File: src/pdsr_regs.svh
// Constants of the soft-reset and protocol-error policy block.
// Assumes a 40 MHz system clock; included by bare name.
`ifndef PDSR_REGS_SVH
`define PDSR_REGS_SVH

`define PDSR_CLK_PERIOD_NS 25
`define PDSR_REPLY_WAIT_MS 27
`define PDSR_REPLY_WAIT_CYC ((`PDSR_REPLY_WAIT_MS * 1000000) / `PDSR_CLK_PERIOD_NS)
`define PDSR_TIMER_W 21

`endif

File: src/pdsr_pkg.sv
// Types of the soft-reset and protocol-error policy block.
// Assumes nothing beyond a SystemVerilog compiler.
package pdsr_pkg;

	typedef enum logic [2:0] {
		ST_WATCH,
		ST_SSR_PRL,
		ST_SSR_TX,
		ST_SSR_WAIT,
		ST_GSR_PRL,
		ST_GSR_TX,
		ST_NSUP_TX
	} pe_state_e;

	typedef enum logic [1:0] {
		MSG_NONE,
		MSG_SOFT_RESET,
		MSG_ACCEPT,
		MSG_NOT_SUPPORTED
	} tx_msg_e;

endpackage : pdsr_pkg

File: src/pd_soft_reset_policy.sv
// Soft-reset and protocol-error policy for a power-delivery port, source or sink role.
// Assumes a protocol layer that reports errors, delivers messages and acknowledges requests.
`timescale 1ns/10ps
`default_nettype none
`include "pdsr_regs.svh"

module pd_soft_reset_policy
	import pdsr_pkg::*;
#(
	parameter int unsigned REPLY_WAIT_CYC = `PDSR_REPLY_WAIT_CYC
) (
	input wire logic SYS_CLK_I,
	input wire logic NRST_I,
	input wire logic ROLE_IS_SOURCE_I,
	input wire logic ATTACHED_I,
	input wire logic ENGINE_READY_I,
	input wire logic CTX_OFFER_I,
	input wire logic CTX_CONTRACT_TRANSITION_I,
	input wire logic CTX_PR_SWAP_TRANSITION_I,
	input wire logic CTX_DR_SWAP_I,
	input wire logic DATA_ROLE_MISMATCH_I,
	input wire logic AMS_INTERRUPTIBLE_I,
	input wire logic FIRST_MSG_ACKED_I,
	input wire logic PRL_ERR_I,
	input wire logic TX_RETRY_FAIL_I,
	input wire logic RX_VALID_I,
	input wire logic RX_SOFT_RESET_I,
	input wire logic RX_ACCEPT_I,
	input wire logic RX_UNSUPPORTED_I,
	input wire logic PRL_RESET_DONE_I,
	input wire logic TX_DONE_I,
	input wire logic TX_ERR_I,
	output logic PRL_RESET_REQ_O,
	output logic TX_REQ_O,
	output logic [1:0] TX_MSG_O,
	output logic HARD_RESET_O,
	output logic ERROR_RECOVERY_O,
	output logic GOTO_OFFER_O,
	output logic GOTO_AWAIT_OFFER_O,
	output logic GOTO_DISCOVERY_O,
	output logic GOTO_IDLE_O,
	output logic REPLAY_MSG_O,
	output logic [2:0] STATE_O
);
	pe_state_e state_ff;
	pe_state_e nxt_state;
	logic hard_ff, nxt_hard;
	logic erec_ff, nxt_erec;
	logic offer_ff, nxt_offer;
	logic await_ff, nxt_await;
	logic disc_ff, nxt_disc;
	logic idle_ff, nxt_idle;
	logic replay_ff, nxt_replay;
	logic prl_rst_ff, nxt_prl_rst;
	logic tx_req_ff, nxt_tx_req;
	tx_msg_e tx_msg_ff, nxt_tx_msg;

	logic sr_rx, acc_rx, unsup_rx, err_any;
	logic case_disc, case_drs, case_benign;
	logic tmr_start, tmr_stop, tmr_run, tmr_exp;

	assign sr_rx = RX_VALID_I & RX_SOFT_RESET_I;
	assign acc_rx = RX_VALID_I & RX_ACCEPT_I;
	assign unsup_rx = RX_VALID_I & RX_UNSUPPORTED_I;
	assign err_any = PRL_ERR_I | TX_RETRY_FAIL_I;
	assign case_disc = ROLE_IS_SOURCE_I & CTX_OFFER_I & TX_RETRY_FAIL_I & ~ATTACHED_I;
	assign case_drs = CTX_DR_SWAP_I & DATA_ROLE_MISMATCH_I;
	assign case_benign = PRL_ERR_I & ~TX_RETRY_FAIL_I & (AMS_INTERRUPTIBLE_I | ~FIRST_MSG_ACKED_I);

	// Protocol layer requests are derived from the next state so they line up with it.
	assign nxt_prl_rst = (nxt_state == ST_SSR_PRL) | (nxt_state == ST_GSR_PRL);
	assign nxt_tx_req = (nxt_state == ST_SSR_TX) | (nxt_state == ST_GSR_TX) | (nxt_state == ST_NSUP_TX);
	assign nxt_tx_msg = (nxt_state == ST_SSR_TX) ? MSG_SOFT_RESET :
		(nxt_state == ST_GSR_TX) ? MSG_ACCEPT :
		(nxt_state == ST_NSUP_TX) ? MSG_NOT_SUPPORTED : MSG_NONE;

	// The timer is armed only once the soft reset message has really gone out.
	assign tmr_start = (state_ff == ST_SSR_TX) & (nxt_state == ST_SSR_WAIT);
	assign tmr_stop = (state_ff == ST_SSR_WAIT) & (nxt_state != ST_SSR_WAIT);

	always_comb begin
		nxt_state = state_ff;
		nxt_hard = 1'b0;
		nxt_erec = 1'b0;
		nxt_offer = 1'b0;
		nxt_await = 1'b0;
		nxt_disc = 1'b0;
		nxt_idle = 1'b0;
		nxt_replay = 1'b0;
		if (sr_rx) begin
			nxt_state = ST_GSR_PRL;
		end else begin
			unique case (state_ff)
				ST_WATCH: begin
					if (case_drs) begin
						nxt_erec = 1'b1;
					end else if (err_any) begin
						if (case_disc) begin
							nxt_disc = 1'b1;
						end else if (CTX_CONTRACT_TRANSITION_I) begin
							nxt_hard = 1'b1;
						end else if (CTX_PR_SWAP_TRANSITION_I) begin
							nxt_erec = ROLE_IS_SOURCE_I;
							nxt_hard = ~ROLE_IS_SOURCE_I;
						end else if (case_benign) begin
							nxt_idle = 1'b1;
							nxt_replay = 1'b1;
							if (unsup_rx) begin
								nxt_state = ST_NSUP_TX;
							end
						end else begin
							nxt_state = ST_SSR_PRL;
						end
					end else if (unsup_rx & ENGINE_READY_I) begin
						nxt_state = ST_NSUP_TX;
					end
				end
				ST_SSR_PRL: begin
					if (PRL_RESET_DONE_I) begin
						nxt_state = ST_SSR_TX;
					end
				end
				ST_SSR_TX: begin
					if (TX_ERR_I) begin
						nxt_hard = 1'b1;
						nxt_state = ST_WATCH;
					end else if (TX_DONE_I) begin
						nxt_state = ST_SSR_WAIT;
					end
				end
				ST_SSR_WAIT: begin
					if (acc_rx) begin
						nxt_offer = ROLE_IS_SOURCE_I;
						nxt_await = ~ROLE_IS_SOURCE_I;
						nxt_state = ST_WATCH;
					end else if (tmr_exp | TX_ERR_I) begin
						nxt_hard = 1'b1;
						nxt_state = ST_WATCH;
					end
				end
				ST_GSR_PRL: begin
					if (PRL_RESET_DONE_I) begin
						nxt_state = ST_GSR_TX;
					end
				end
				ST_GSR_TX: begin
					if (TX_ERR_I) begin
						nxt_hard = 1'b1;
						nxt_state = ST_WATCH;
					end else if (TX_DONE_I) begin
						nxt_offer = ROLE_IS_SOURCE_I;
						nxt_await = ~ROLE_IS_SOURCE_I;
						nxt_state = ST_WATCH;
					end
				end
				ST_NSUP_TX: begin
					// A not-supported reply that fails after retries falls back to soft reset.
					if (TX_ERR_I) begin
						nxt_state = ST_SSR_PRL;
					end else if (TX_DONE_I) begin
						nxt_state = ST_WATCH;
					end
				end
			endcase
		end
	end

	always_ff @(posedge SYS_CLK_I) begin
		if (!NRST_I) begin
			state_ff <= ST_WATCH;
			{hard_ff, erec_ff, offer_ff, await_ff} <= 4'h0;
			{disc_ff, idle_ff, replay_ff} <= 3'h0;
			{prl_rst_ff, tx_req_ff} <= 2'h0;
			tx_msg_ff <= MSG_NONE;
		end else begin
			state_ff <= nxt_state;
			{hard_ff, erec_ff, offer_ff, await_ff} <= {nxt_hard, nxt_erec, nxt_offer, nxt_await};
			{disc_ff, idle_ff, replay_ff} <= {nxt_disc, nxt_idle, nxt_replay};
			{prl_rst_ff, tx_req_ff} <= {nxt_prl_rst, nxt_tx_req};
			tx_msg_ff <= nxt_tx_msg;
		end
	end

	reply_wait_timer #(
		.LOAD_CYC(REPLY_WAIT_CYC)
	) u_reply_wait_timer (
		.clk_i(SYS_CLK_I),
		.nrst_i(NRST_I),
		.start_i(tmr_start),
		.stop_i(tmr_stop),
		.running_o(tmr_run),
		.expired_o(tmr_exp)
	);

	assign PRL_RESET_REQ_O = prl_rst_ff;
	assign TX_REQ_O = tx_req_ff;
	assign TX_MSG_O = tx_msg_ff;
	assign HARD_RESET_O = hard_ff;
	assign ERROR_RECOVERY_O = erec_ff;
	assign GOTO_OFFER_O = offer_ff;
	assign GOTO_AWAIT_OFFER_O = await_ff;
	assign GOTO_DISCOVERY_O = disc_ff;
	assign GOTO_IDLE_O = idle_ff;
	assign REPLAY_MSG_O = replay_ff;
	assign STATE_O = state_ff;

	logic in_watch;
	assign in_watch = (state_ff == ST_WATCH) & ~sr_rx;
endmodule : pd_soft_reset_policy
`default_nettype wire

File: src/reply_wait_timer.sv
// Reply wait timer: a down counter with start, stop and a one-cycle expiry pulse.
// Assumes start and stop come from the policy state machine in the same clock domain.
`timescale 1ns/10ps
`default_nettype none
`include "pdsr_regs.svh"

module reply_wait_timer #(
	parameter int unsigned LOAD_CYC = `PDSR_REPLY_WAIT_CYC
) (
	input wire logic clk_i,
	input wire logic nrst_i,
	input wire logic start_i,
	input wire logic stop_i,
	output logic running_o,
	output logic expired_o
);
	localparam int W = `PDSR_TIMER_W;
	localparam logic [W-1:0] LOAD = W'(LOAD_CYC);

	logic [W-1:0] cnt_ff;
	logic [W-1:0] nxt_cnt;
	logic run_ff;
	logic nxt_run;
	logic exp_ff;
	logic nxt_exp;

	// A stop on the edge of expiry still suppresses the pulse, so a late timeout is never seen.
	always_comb begin
		nxt_cnt = cnt_ff;
		nxt_run = run_ff;
		nxt_exp = 1'b0;
		if (start_i) begin
			nxt_cnt = LOAD;
			nxt_run = 1'b1;
		end else if (stop_i) begin
			nxt_run = 1'b0;
		end else if (run_ff) begin
			if (cnt_ff == W'(1)) begin
				nxt_run = 1'b0;
				nxt_exp = 1'b1;
			end else begin
				nxt_cnt = cnt_ff - W'(1);
			end
		end
	end

	always_ff @(posedge clk_i) begin
		if (!nrst_i) begin
			cnt_ff <= '0;
			run_ff <= 1'b0;
			exp_ff <= 1'b0;
		end else begin
			cnt_ff <= nxt_cnt;
			run_ff <= nxt_run;
			exp_ff <= nxt_exp;
		end
	end

	assign running_o = run_ff;
	assign expired_o = exp_ff;

endmodule : reply_wait_timer
`default_nettype wire

File: config.mk
export PLATFORM = sky130hd
export DESIGN_NAME = pd_soft_reset_policy
export DESIGN_NICKNAME = d
export VERILOG_FILES = /design/src/pdsr_pkg.sv /design/src/pd_soft_reset_policy.sv /design/src/reply_wait_timer.sv
export VERILOG_INCLUDE_DIRS = /design/src
export SDC_FILE = /design/constraint.sdc
export NUM_CORES = 1
export LEC_CHECK = 0
export ABC_CLOCK_PERIOD_IN_PS = 2400
export BUFFER_PORTS_ARGS = -buffer_cell sky130_fd_sc_hd__buf_4
export CORE_AREA = 2 2 72 67
export DETAILED_ROUTE_END_ITERATION = 10
export DIE_AREA = 0 0 74 69
export PLACE_DENSITY = 0.73
export SLEW_MARGIN = 20
export SYNTH_ARGS = -nofsm -noshare
export SYNTH_HDL_FRONTEND = slang
export SYNTH_SLANG_ARGS = --single-unit
export TNS_END_PERCENT = 30
File: constraint.sdc
create_clock -name SYS_CLK_I -period 2.4 [get_ports SYS_CLK_I]
set_input_delay 0.48 -clock SYS_CLK_I [delete_from_list [all_inputs] [get_ports SYS_CLK_I]]
set_output_delay 0.48 -clock SYS_CLK_I [all_outputs]
set_load 0.02 [all_outputs]
==> results of run 1 <==
## Yosys cell counts, types with 4 or more instances
cell type   n
dfxtp_1    36
a21oi_1    16
or3_1      16
nor2_1     15
or4_1      12
o21ai_0    11
clkbuf_1   10
inv_1      10
a31oi_1     9
nand2_1     9
o31ai_1     9
nand3_1     8
nor3_1      7
nand4_1     6
nor2b_1     5
a211oi_1    4
and3_1      4
buf_4       4
o211ai_1    4
## layout by cell type, fill, tap and decap left out, types with 2 or more instances in the layout
cell type,n
buf_4,84
dfxtp_1,32
nor2_1,15
or3_1,13
a21oi_1,11
inv_1,10
o21ai_0,10
a31oi_1,9
nand2_1,8
nand3_1,8
o31ai_1,8
nand4_1,6
or4_4,6
or4_1,6
a21oi_2,5
nor2b_1,5
clkbuf_8,5
o211ai_1,4
and3_1,4
nor3_1,4
buf_6,4
dfxtp_4,3
a211oi_2,3
or2_2,3
nand2b_1,3
or3_4,3
xnor2_1,3
nor3b_1,2
o21bai_1,2
and3b_1,2
o211a_1,2
a311o_1,2
nor3_2,2
nor4_1,2
nand3b_1,2
o31a_1,2
a32o_1,2
and4_1,2
ha_1,2
## per-stage QoR
step | cell area, µm² | total power [mW] | cells | worst slack [ns]
2_1_floorplan | 2110 | 1.35 | 252 | -0.0488
3_3_place_gp | 2690 | 1.67 | 374 | -0.240
3_5_place_dp | 2690 | 1.69 | 374 | -0.322
4_1_cts | 2870 | 2.28 | 385 | -0.0137
5_1_grt | 3080 | 2.57 | 393 | -0.121
6_report | 3080 | 2.45 | 393 | -0.0507
## kinds of logic (layout without fill, tap and decap cells)
group                    count (synthesis)  in the layout  share of synthesized area [%]
XOR/XNOR                                 3              3                           1.26
buffers and inverters                   30            109                           7.06
AND/OR/NAND/NOR                        105            105                           30.2
AO/OA/AOI/OAI                           76             76                           25.9
adder cells (fa/ha/maj)                  2              2                           1.20
flip-flops                              36             36                           34.5
## worst min-delay path by stage
stage / startpoint / end / cells past startpoint
2_1_floorplan: u_reply_wait_timer.running_o$_SDFF_PN0_ / u_reply_wait_timer.expired_o$_SDFF_PP0_ / 2
3_3_place_gp: u_reply_wait_timer.running_o$_SDFF_PN0_ / u_reply_wait_timer.expired_o$_SDFF_PP0_ / 2
3_5_place_dp: u_reply_wait_timer.running_o$_SDFF_PN0_ / u_reply_wait_timer.expired_o$_SDFF_PP0_ / 2
4_1_cts: TX_RETRY_FAIL_I / REPLAY_MSG_O$_SDFF_PP0_ / 2
5_1_grt: TX_RETRY_FAIL_I / REPLAY_MSG_O$_SDFF_PP0_ / 2
6_report: TX_RETRY_FAIL_I / REPLAY_MSG_O$_SDFF_PP0_ / 2
## what timing repair did
item	4_1_cts	5_1_grt
gates resized for setup	9	36
hold endpoints to repair	0	0
setup buffers	3	7
endpoints found under the setup margin	19	20
cloned	0	2
pin swaps	2	21
## worst register-to-register path: stages (launching register included)
cell and delay (ns):
dfxtp_4 0.39, buf_2 0.18, buf_4 0.13, and3b_1 0.13, o21ai_0 0.08, nand4_1 0.20, and3b_2 0.30, a21oi_4 0.09
buf_6 0.14, clkbuf_16 0.15, or3_1 0.36, a31oi_1 0.19
## report_power, final
group / internal (mW) / switching, mW
combinational: 0.547 / 0.613
clock: 0.307 / 0.236
sequential: 0.672 / 0.0707
## sequential cells by signal, indices dropped and copies added (netlist names)
signal	flops
u_reply_wait_timer.expired_o	1
HARD_RESET_O	1
REPLAY_MSG_O	1
TX_MSG_O	2
PRL_RESET_REQ_O	1
u_reply_wait_timer.cnt_ff	21
STATE_O	3
ERROR_RECOVERY_O	1
GOTO_OFFER_O	1
u_reply_wait_timer.running_o	1
GOTO_DISCOVERY_O	1
GOTO_AWAIT_OFFER_O	1
TX_REQ_O	1
## layer usage
layer | wire, µm | global-route usage [%] | up-vias
met5 | 0 | 0 | -
met1 | 2950 | 34.0 | 1114
li1 | - | - | 1125
met2 | 3270 | 33.1 | 122
met4 | 181 | 6.67 | 0
met3 | 431 | 5.26 | 26
## final cells by class
class,instances,area [µm²],share of cell area (%)
Clock inverter,3,42.5,1.38
Timing Repair Buffer,91,726,23.6
Inverter,10,37.5,1.22
Tap cell,62,77.6,2.52
Multi-Input combinational cell,186,1400,45.3
Clock buffer,5,68.8,2.23
Sequential cell,36,733,23.8
==> results.sh, run 1 <==
export IMPL_outcome="finished, violations left"
export IMPL_violations="negative setup slack"
export IMPL_synthToLayoutAreaGrowth_pct=47.3
export IMPL_end_kind="register"
export IMPL_antenna_found_initial=0
export IMPL_post_route_util_pct=70.9
export IMPL_netlist_top_cells_area="dfxtp_1, or3_1, or4_1, a21oi_1, o31ai_1"
export IMPL_gp_congestion=0.971
export IMPL_critical_path_cell_count=11
export IMPL_ant_nets=0
export IMPL_clock_fmax_mhz=408
export IMPL_crit_end="u_reply_wait_timer.cnt_ff[9]$_SDFFE_PN0P_"
export IMPL_antenna_diode_count=0
export IMPL_p_leak_nw=1.33
export IMPL_netlist_area_mm2=0.00209
export IMPL_layout_setup_ws_ns=-0.0507
export IMPL_crit_required_ns=2.62
export IMPL_period_minus_slack_ns=2.45
export IMPL_maxCapViolCount=0
export IMPL_yosysTopAreaCell="dfxtp_1"
export IMPL_cts_buffer_depth=2
export IMPL_htree_levels=2
export IMPL_via_count=2387
export IMPL_cts_sinks=36
export IMPL_hold_viol=0
export IMPL_ys_types=52
export IMPL_grt_overflow_total=0
export IMPL_path_clk_slew_ns=0.08
export IMPL_cpMostUsedCell="buf_6"
export IMPL_rr_endpoint="u_reply_wait_timer.cnt_ff[9]$_SDFFE_PN0P_"
export IMPL_irDropWorstVdd_mv=0.520
export IMPL_holdWs_ns=0.436
export IMPL_p_per_area_mw_per_mm2=794
export IMPL_critPathLaunch="PRL_ERR_I"
export IMPL_hp_class="in2reg"
export IMPL_r2r_start="STATE_O[1]$_SDFF_PN0_"
export IMPL_io_buffers=34
export IMPL_grt_usage_pct=23.0
export IMPL_grt_max_degree=29
export IMPL_finClkSkew_ns=0.00744
export IMPL_synthArstFlopShare_pct=0
export IMPL_first_global_vias=1987
export IMPL_fin_setup_tns_ns=-0.176
export IMPL_relSlewSlack_pct=62.0
export IMPL_dr_first_iter_drc_count=157
export IMPL_reg2regPathDepth=11
export IMPL_routedWlPerCell_um=17.4
export IMPL_worstSkewPairLatency_ns=0.30
export IMPL_synth_ff_type="dfxtp_1"
export IMPL_ys_warn_count=0
export IMPL_ioPinCount=35
export IMPL_cts_tree="done"
export IMPL_post_route_period_util_pct=102
export IMPL_cp_max_fo=7
export IMPL_crit_slowest_cell="a311o_1"
export IMPL_synth_nets=275
export IMPL_syn_avg_cell_area_um2=8.30
export IMPL_drc_errors=0
export IMPL_core_mm2=0.00435
export IMPL_nets=353
export IMPL_die_y_um=69
export IMPL_nFillCells=316
export IMPL_cts_hold_buf=0
export IMPL_maxSlewViolCount=0
export IMPL_tightestPinTransition_ns=0.571
export IMPL_slowest_delay_ns=0.37
export IMPL_placementRows=23
export IMPL_synth_edf_count=0
export IMPL_grt_pass1_wl_um=9420
export IMPL_cts_root_buf="clkbuf_8"
export IMPL_place_detailed_hpwl_um=4110
export IMPL_first_pass_iters=5
export IMPL_synthCells=252
export IMPL_r2r_setup_slack_ns=-0.01
export IMPL_critPathArrivalTime_ns=2.67
export IMPL_avgViaCountPerCell=6.07
export IMPL_cpLargestDelayFamily="compound AO/OA/AOI/OAI gates"
export IMPL_drive_gt1_share_pct=42.3
export IMPL_die_area_mm2=0.00511
export IMPL_wl_um=6830
export IMPL_start_util_pct=48.1
export IMPL_ys_seq_area_share_pct=34.5
export IMPL_fp_dieW_um=74
export IMPL_rsz0062_at_grt="yes"
export IMPL_setup_viol=7
export IMPL_numCtsBuffers=5
export IMPL_path_class="in2reg"
export IMPL_cp_num_buf_inv=4
export IMPL_yosys_area_top_type_share_pct=34.5
export IMPL_path_cells="buf_6 -> buf_6 -> a311o_1 -> a31oi_1 -> a311o_1 -> and3b_2 -> a21oi_4 -> buf_6 -> clkbuf_16 -> or3_1 -> a31oi_1"
export IMPL_critPathLaunchType="primary input"
export IMPL_ys_ff_latch=36
(Power assumes the default switching activity.)
==> run 2, diff against run 1 <==
--- a/config.mk
+++ b/config.mk
@@ -8,10 +8,11 @@
 export LEC_CHECK = 0
 export ABC_CLOCK_PERIOD_IN_PS = 2400
 export BUFFER_PORTS_ARGS = -buffer_cell sky130_fd_sc_hd__buf_4
-export CORE_AREA = 2 2 72 67
+export CORE_AREA = 2 2 68 70
 export DETAILED_ROUTE_END_ITERATION = 10
-export DIE_AREA = 0 0 74 69
+export DIE_AREA = 0 0 70 72
 export PLACE_DENSITY = 0.73
+export RECOVER_POWER = 25
 export SLEW_MARGIN = 20
 export SYNTH_ARGS = -nofsm -noshare
 export SYNTH_HDL_FRONTEND = slang
==> run 2 against run 1 <==
  * The run now ends clean
  * Critical path depth decreased by 1
  * Utilization fell by 1.0 points
  * Clock power shrank 18%
==> results.sh, run 2 (synthesis gave the netlist of run 1 again) <==
export IMPL_p_sw_share_pct=37.3
export IMPL_dr_first_iter_drc_count=150
export IMPL_post_route_util_pct=69.9
export IMPL_placementRows=24
export IMPL_cpLargestDelayFamily="compound AO/OA/AOI/OAI gates"
export IMPL_htree_levels=2
export IMPL_antenna_found_initial=0
export IMPL_hp_class="in2reg"
export IMPL_critical_path_cell_count=10
export IMPL_path_cells="buf_4 -> buf_4 -> a311o_1 -> a21oi_2 -> o311ai_4 -> and3b_2 -> a21oi_4 -> clkbuf_16 -> or4_1 -> a21oi_1"
export IMPL_mostFrequentLayoutCells="buf_4, dfxtp_1, nor2_1"
export IMPL_cpMostUsedCell="buf_4"
export IMPL_wl_um=5950
export IMPL_clock_fmax_mhz=418
export IMPL_intPower_mw=1.42
export IMPL_maxCapViolCount=0
export IMPL_numCtsBuffers=5
export IMPL_outcome="complete, no violations"
export IMPL_cts_tree="done"
export IMPL_reg2regPathDepth=8
export IMPL_power_switching_mw=0.846
export IMPL_tightestPinTransition_ns=0.437
export IMPL_die_y_um=72
export IMPL_routedWlPerCell_um=15.5
export IMPL_maxSlewViolCount=0
export IMPL_rsz0062_at_grt="yes"
export IMPL_crit_required_ns=2.62
export IMPL_irDropWorstVdd_mv=0.493
export IMPL_layout_cells_non_filler=383
export IMPL_hold_viol=0
export IMPL_comb_power_share_pct=47.8
export IMPL_die_area_mm2=0.00504
export IMPL_grt_max_degree=31
export IMPL_cts_root_buf="clkbuf_8"
export IMPL_path_class="in2reg"
export IMPL_cp_num_buf_inv=3
export IMPL_critPathArrivalTime_ns=2.61
export IMPL_drive_gt1_share_pct=36.0
export IMPL_p_leak_nw=1.29
export IMPL_grt_overflow_total=0
export IMPL_start_util_pct=49.0
export IMPL_antenna_diode_count=0
export IMPL_cts_buffer_depth=2
export IMPL_post_route_period_util_pct=99.6
export IMPL_fp_dieW_um=70
export IMPL_gp_congestion=0.860
export IMPL_critPathLaunchType="primary input"
export IMPL_via_count=2291
export IMPL_largest_reg_flops=21
export IMPL_relSlewSlack_pct=70.6
export IMPL_drc_errors=0
export IMPL_worstSkewPairLatency_ns=0.29
export IMPL_cts_hold_buf=0
export IMPL_setup_viol=0
export IMPL_avgViaCountPerCell=5.98
export IMPL_end_kind="register"
export IMPL_grt_pass1_wl_um=9360
export IMPL_p_per_area_mw_per_mm2=761
export IMPL_place_detailed_hpwl_um=4100
export IMPL_nets=353
export IMPL_slowest_delay_ns=0.50
export IMPL_synthToLayoutAreaGrowth_pct=42.5
export IMPL_period_minus_slack_ns=2.39
export IMPL_largest_register="u_reply_wait_timer.cnt_ff"
export IMPL_io_buffers=34
export IMPL_core_mm2=0.00426
export IMPL_placed_cells=370
export IMPL_seq_power_share_pct=32.5
export IMPL_finClkSkew_ns=0.00202
export IMPL_path_clk_slew_ns=0.07
export IMPL_crit_slowest_cell="or4_1"
export IMPL_first_pass_iters=4
export IMPL_grt_usage_pct=22.7
export IMPL_layout_commonest_cell="buf_4"
export IMPL_ioPinCount=35
export IMPL_cp_max_fo=15
export IMPL_cts_sinks=36
export IMPL_ant_nets=0
export IMPL_first_global_vias=2160
export IMPL_power_frac_clock_pct=19.7
export IMPL_hold_depth=2
-- run 2: cell count changes in the layout (fill, tap and decap cells not counted), sizes merged --
cell,change
bufinv,-1
buf,-9
clkinvlp,-1
clkinv,+1
clkbuf,+10
-- run 2: what timing repair did --
item / CTS / global route
gates resized for setup: 4 / 27
setup buffers: 0 / 3
cloned: 0 / 2
pin swaps: 0 / 14
setup endpoints to repair: 13 / 21
endpoints found under the hold margin: 0 / 0
-- run 2: stage by stage --
stage | setup TNS, ns | total power, mW | worst slack (ns) | cell area (µm²) | hold slack [ns]
final | 0 | 2.27 | 0.0100 | 2980 | 0.444
after global routing | -0.834 | 2.42 | -0.107 | 2980 | 0.431
after CTS | 0 | 2.18 | 0.00305 | 2840 | 0.429
after detailed placement | -3.45 | 1.71 | -0.247 | 2720 | 0.461
after global placement | -2.77 | 1.70 | -0.235 | 2720 | 0.457
after floorplan | -0.0606 | 1.35 | -0.0488 | 2110 | 0.436
-- run 2: power groups by stage --
stage / clock network [mW] / logic (mW) / registers [mW]
global placement: 0 / 0.954 / 0.741
finish: 0.448 / 1.08 / 0.736
CTS: 0.454 / 0.992 / 0.731
detailed placement: 0 / 0.971 / 0.742
global route: 0.489 / 1.19 / 0.746
floorplan: 0 / 0.594 / 0.756
-- run 2: worst paths after layout --
path / from / to / slack (ns)
worst max-delay path: PRL_ERR_I / u_reply_wait_timer.cnt_ff[17]$_SDFFE_PP0P_ / 0.01
worst min-delay path: TX_RETRY_FAIL_I / REPLAY_MSG_O$_SDFF_PP0_ / 0.44
worst max register to register: STATE_O[1]$_SDFF_PN0_ / u_reply_wait_timer.cnt_ff[17]$_SDFFE_PP0P_ / 0.03
worst min register to register: u_reply_wait_timer.cnt_ff[4]$_SDFFE_PP0P_ / u_reply_wait_timer.cnt_ff[4]$_SDFFE_PP0P_ / 0.49
-- run 2: layout make-up --
| cell class | instances | area (µm²) |
|---|---|---|
| Timing Repair Buffer | 91 | 712 |
| Tap cell | 52 | 65.1 |
| Clock buffer | 6 | 82.6 |
| Sequential cell | 36 | 733 |
| Clock inverter | 2 | 10.0 |
| Inverter | 10 | 37.5 |
| Fill cell | 332 | 1280 |
| Multi-Input combinational cell | 186 | 1340 |
-- run 2: routing by layer --
metal | GRT usage (%) | wire length [µm] | vias to the layer above
met5 | 0 | 0 | -
met2 | 41.7 | 3090 | 67
met3 | 5.00 | 286 | 14
met4 | 8.76 | 138 | 0
met1 | 25.9 | 2430 | 1089
li1 | - | - | 1121
-- run 2: worst reg2reg max path: stages, from the launching register on --
cell and delay [ns]:
dfxtp_4 0.37, buf_4 0.15, a221o_1 0.31, a32o_2 0.28
nor3_4 0.24, a21oi_4 0.12, clkbuf_16 0.19, or4_1 0.50
a21oi_1 0.14
==> run 3, diff against run 2 <==
--- a/config.mk
+++ b/config.mk
@@ -8,10 +8,12 @@
 export LEC_CHECK = 0
 export ABC_CLOCK_PERIOD_IN_PS = 2400
 export BUFFER_PORTS_ARGS = -buffer_cell sky130_fd_sc_hd__buf_4
-export CORE_AREA = 2 2 68 70
+export CELL_PAD_IN_SITES_DETAIL_PLACEMENT = 1
+export CELL_PAD_IN_SITES_GLOBAL_PLACEMENT = 1
+export CORE_AREA = 2 2 79 81
 export DETAILED_ROUTE_END_ITERATION = 10
-export DIE_AREA = 0 0 70 72
-export PLACE_DENSITY = 0.73
+export DIE_AREA = 0 0 81 83
+export PLACE_DENSITY = 0.72
 export RECOVER_POWER = 25
 export SLEW_MARGIN = 20
 export SYNTH_ARGS = -nofsm -noshare
==> run 3 against run 2 <==
  * The flow now finishes with violations (negative setup slack)
  * Clock power up 2%
  * Utilization down 17 points
  * Combinational power rose by 14%
  * Power rose by 7.1%
  * Worst setup slack worse by 0.11 ns
  * Largest power group unchanged
==> results.sh, run 3 (synthesis gave the netlist of run 1 again) <==
export IMPL_hold_end="REPLAY_MSG_O$_SDFF_PP0_"
export IMPL_antenna_found_initial=0
export IMPL_reg2regPathDepth=8
export IMPL_post_route_util_pct=53.0
export IMPL_cts_hold_buf=0
export IMPL_mostFrequentLayoutCells="buf_4, dfxtp_1, nor2_1, or3_1, a21oi_1"
export IMPL_core_mm2=0.00582
export IMPL_critPathLaunchType="primary input"
export IMPL_p_per_area_mw_per_mm2=787
export IMPL_r2r_start="STATE_O[2]$_SDFF_PN0_"
export IMPL_critPathArrivalTime_ns=2.73
export IMPL_cts_root_buf="clkbuf_8"
export IMPL_relSlewSlack_pct=59.4
export IMPL_antenna_diode_count=0
export IMPL_power_total_mw=2.43
export IMPL_largest_register="u_reply_wait_timer.cnt_ff"
export IMPL_p_leak_nw=1.32
export IMPL_finClkSkew_ns=0.0122
export IMPL_htree_levels=2
export IMPL_wl_um=7560
export IMPL_cts_sinks=36
export IMPL_cts_tree="done"
export IMPL_fp_dieW_um=81
export IMPL_slowest_delay_ns=0.36
export IMPL_r2r_setup_slack_ns=-0.05
export IMPL_cts_buffer_depth=2
export IMPL_die_area_mm2=0.00672
export IMPL_post_route_period_util_pct=104
export IMPL_hold_viol=0
export IMPL_crit_required_ns=2.63
export IMPL_path_clk_slew_ns=0.09
export IMPL_layout_commonest_cell="buf_4"
export IMPL_path_cells="buf_6 -> buf_6 -> a311o_1 -> a31oi_1 -> a311o_1 -> and3b_2 -> a21oi_4 -> buf_6 -> buf_4 -> buf_6 -> or3_1 -> a21oi_1"
export IMPL_rsz0062_at_grt="yes"
export IMPL_grt_overflow_total=0
export IMPL_avgViaCountPerCell=5.70
export IMPL_start_util_pct=36.0
export IMPL_outcome="finished, violations left"
export IMPL_cpMostUsedCell="buf_6"
export IMPL_placementRows=28
export IMPL_ant_nets=0
export IMPL_clock_fmax_mhz=400
export IMPL_numCtsBuffers=5
export IMPL_cpLargestDelayFamily="compound AO/OA/AOI/OAI gates"
export IMPL_io_buffers=34
export IMPL_cp_num_buf_inv=5
export IMPL_irDropWorstVdd_mv=0.514
export IMPL_gp_congestion=0.855
export IMPL_first_pass_iters=4
export IMPL_rr_endpoint="u_reply_wait_timer.cnt_ff[11]$_SDFFE_PN0P_"
export IMPL_path_class="in2reg"
export IMPL_cp_max_fo=6
export IMPL_crit_slowest_cell="a311o_1"
export IMPL_first_global_vias=2337
export IMPL_setup_viol=15
export IMPL_largest_reg_flops=21
export IMPL_synthToLayoutAreaGrowth_pct=47.5
export IMPL_end_kind="register"
export IMPL_nets=362
export IMPL_via_count=2366
export IMPL_routedWlPerCell_um=18.2
export IMPL_worstSkewPairLatency_ns=0.30
export IMPL_ioPinCount=35
export IMPL_place_detailed_hpwl_um=4960
export IMPL_hold_depth=2
export IMPL_grt_max_degree=28
export IMPL_dr_first_iter_drc_count=52
export IMPL_maxCapViolCount=0
export IMPL_period_minus_slack_ns=2.50
export IMPL_drc_errors=0
export IMPL_tightestPinTransition_ns=0.610
export IMPL_die_y_um=83
export IMPL_layout_setup_ws_ns=-0.102
export IMPL_grt_pass1_wl_um=11300
export IMPL_maxSlewViolCount=0
export IMPL_critical_path_cell_count=12
export IMPL_dp_slack_ns=-0.330
export IMPL_violations="negative setup slack"
export IMPL_hp_start="TX_RETRY_FAIL_I"
export IMPL_grt_usage_pct=21.1
export IMPL_hp_class="in2reg"
export IMPL_drive_gt1_share_pct=38.2
## run 3: cell count changes in the layout (fill, tap and decap cells not counted), moves of 2 or more
cell and delta:
clkinv_2 -2, a211oi_2 -2, a21oi_1 -2, or4_1 -2, buf_6 +3, a21oi_2 +2, or4_4 +2, buf_4 +7
dfxtp_2 +2, or3_1 +2, or3_4 -2
## run 3: worst max path at each step
stage / from / to / slack (ns)
detailed placement: FIRST_MSG_ACKED_I / u_reply_wait_timer.cnt_ff[17]$_SDFFE_PP0P_ / -0.33
CTS: u_reply_wait_timer.cnt_ff[14]$_SDFFE_PN0P_ / u_reply_wait_timer.cnt_ff[12]$_SDFFE_PN0P_ / 0.002
floorplan: FIRST_MSG_ACKED_I / u_reply_wait_timer.cnt_ff[20]$_SDFFE_PN0P_ / -0.05
global placement: FIRST_MSG_ACKED_I / u_reply_wait_timer.cnt_ff[17]$_SDFFE_PP0P_ / -0.27
global route: PRL_ERR_I / u_reply_wait_timer.cnt_ff[3]$_SDFFE_PP0P_ / -0.16
finish: PRL_ERR_I / u_reply_wait_timer.cnt_ff[3]$_SDFFE_PP0P_ / -0.10
## run 3: layout make-up
type	count	area, µm²
multi-input combinational	186	1360
clock buffer	6	72.6
clock inverter	2	16.3
sequential	36	732
tap	75	93.8
inverter	10	37.5
fill	702	2730
timing repair buffer	100	771
## run 3: routing by layer
metal / global-route usage [%] / wire length [µm] / vias up
li1: - / - / 1139
met1: 25.6 / 3160 / 1178
met2: 37.4 / 4040 / 40
met3: 3.80 / 255 / 9
met4: 5.70 / 99 / 0
met5: 0 / 0 / -
## run 3: worst register-to-register path: stages (launching register included)
cell and delay [ns]:
dfxtp_2 0.48, and3_1 0.29, a31oi_1 0.13, a311o_1 0.39, and3b_2 0.27, buf_4 0.15, a21o_1 0.21, and4_1 0.17
o31a_1 0.26
## run 3: repair_timing
action | in CTS | in global routing
pin swaps | 1 | 19
gates cloned | 0 | 3
setup endpoints to repair | 19 | 21
resized for setup | 5 | 33
buffers inserted | 0 | 10
## run 3: power by group
part / internal, mW / total [mW] / switching [mW]
logic: 0.587 / 1.23 / 0.641
clock network: 0.207 / 0.455 / 0.248
registers: 0.672 / 0.744 / 0.0722
total: 1.47 / 2.43 / 0.962
## run 3: per-stage QoR
stage	cell area, µm²	setup TNS [ns]	hold slack, ns	cells
2_1_floorplan	2110	-0.0606	0.436	252
3_3_place_gp	2760	-3.61	0.454	394
3_5_place_dp	2760	-4.75	0.460	394
4_1_cts	2870	0	0.425	402
5_1_grt	3080	-2.07	0.431	415
6_report	3080	-0.863	0.429	415
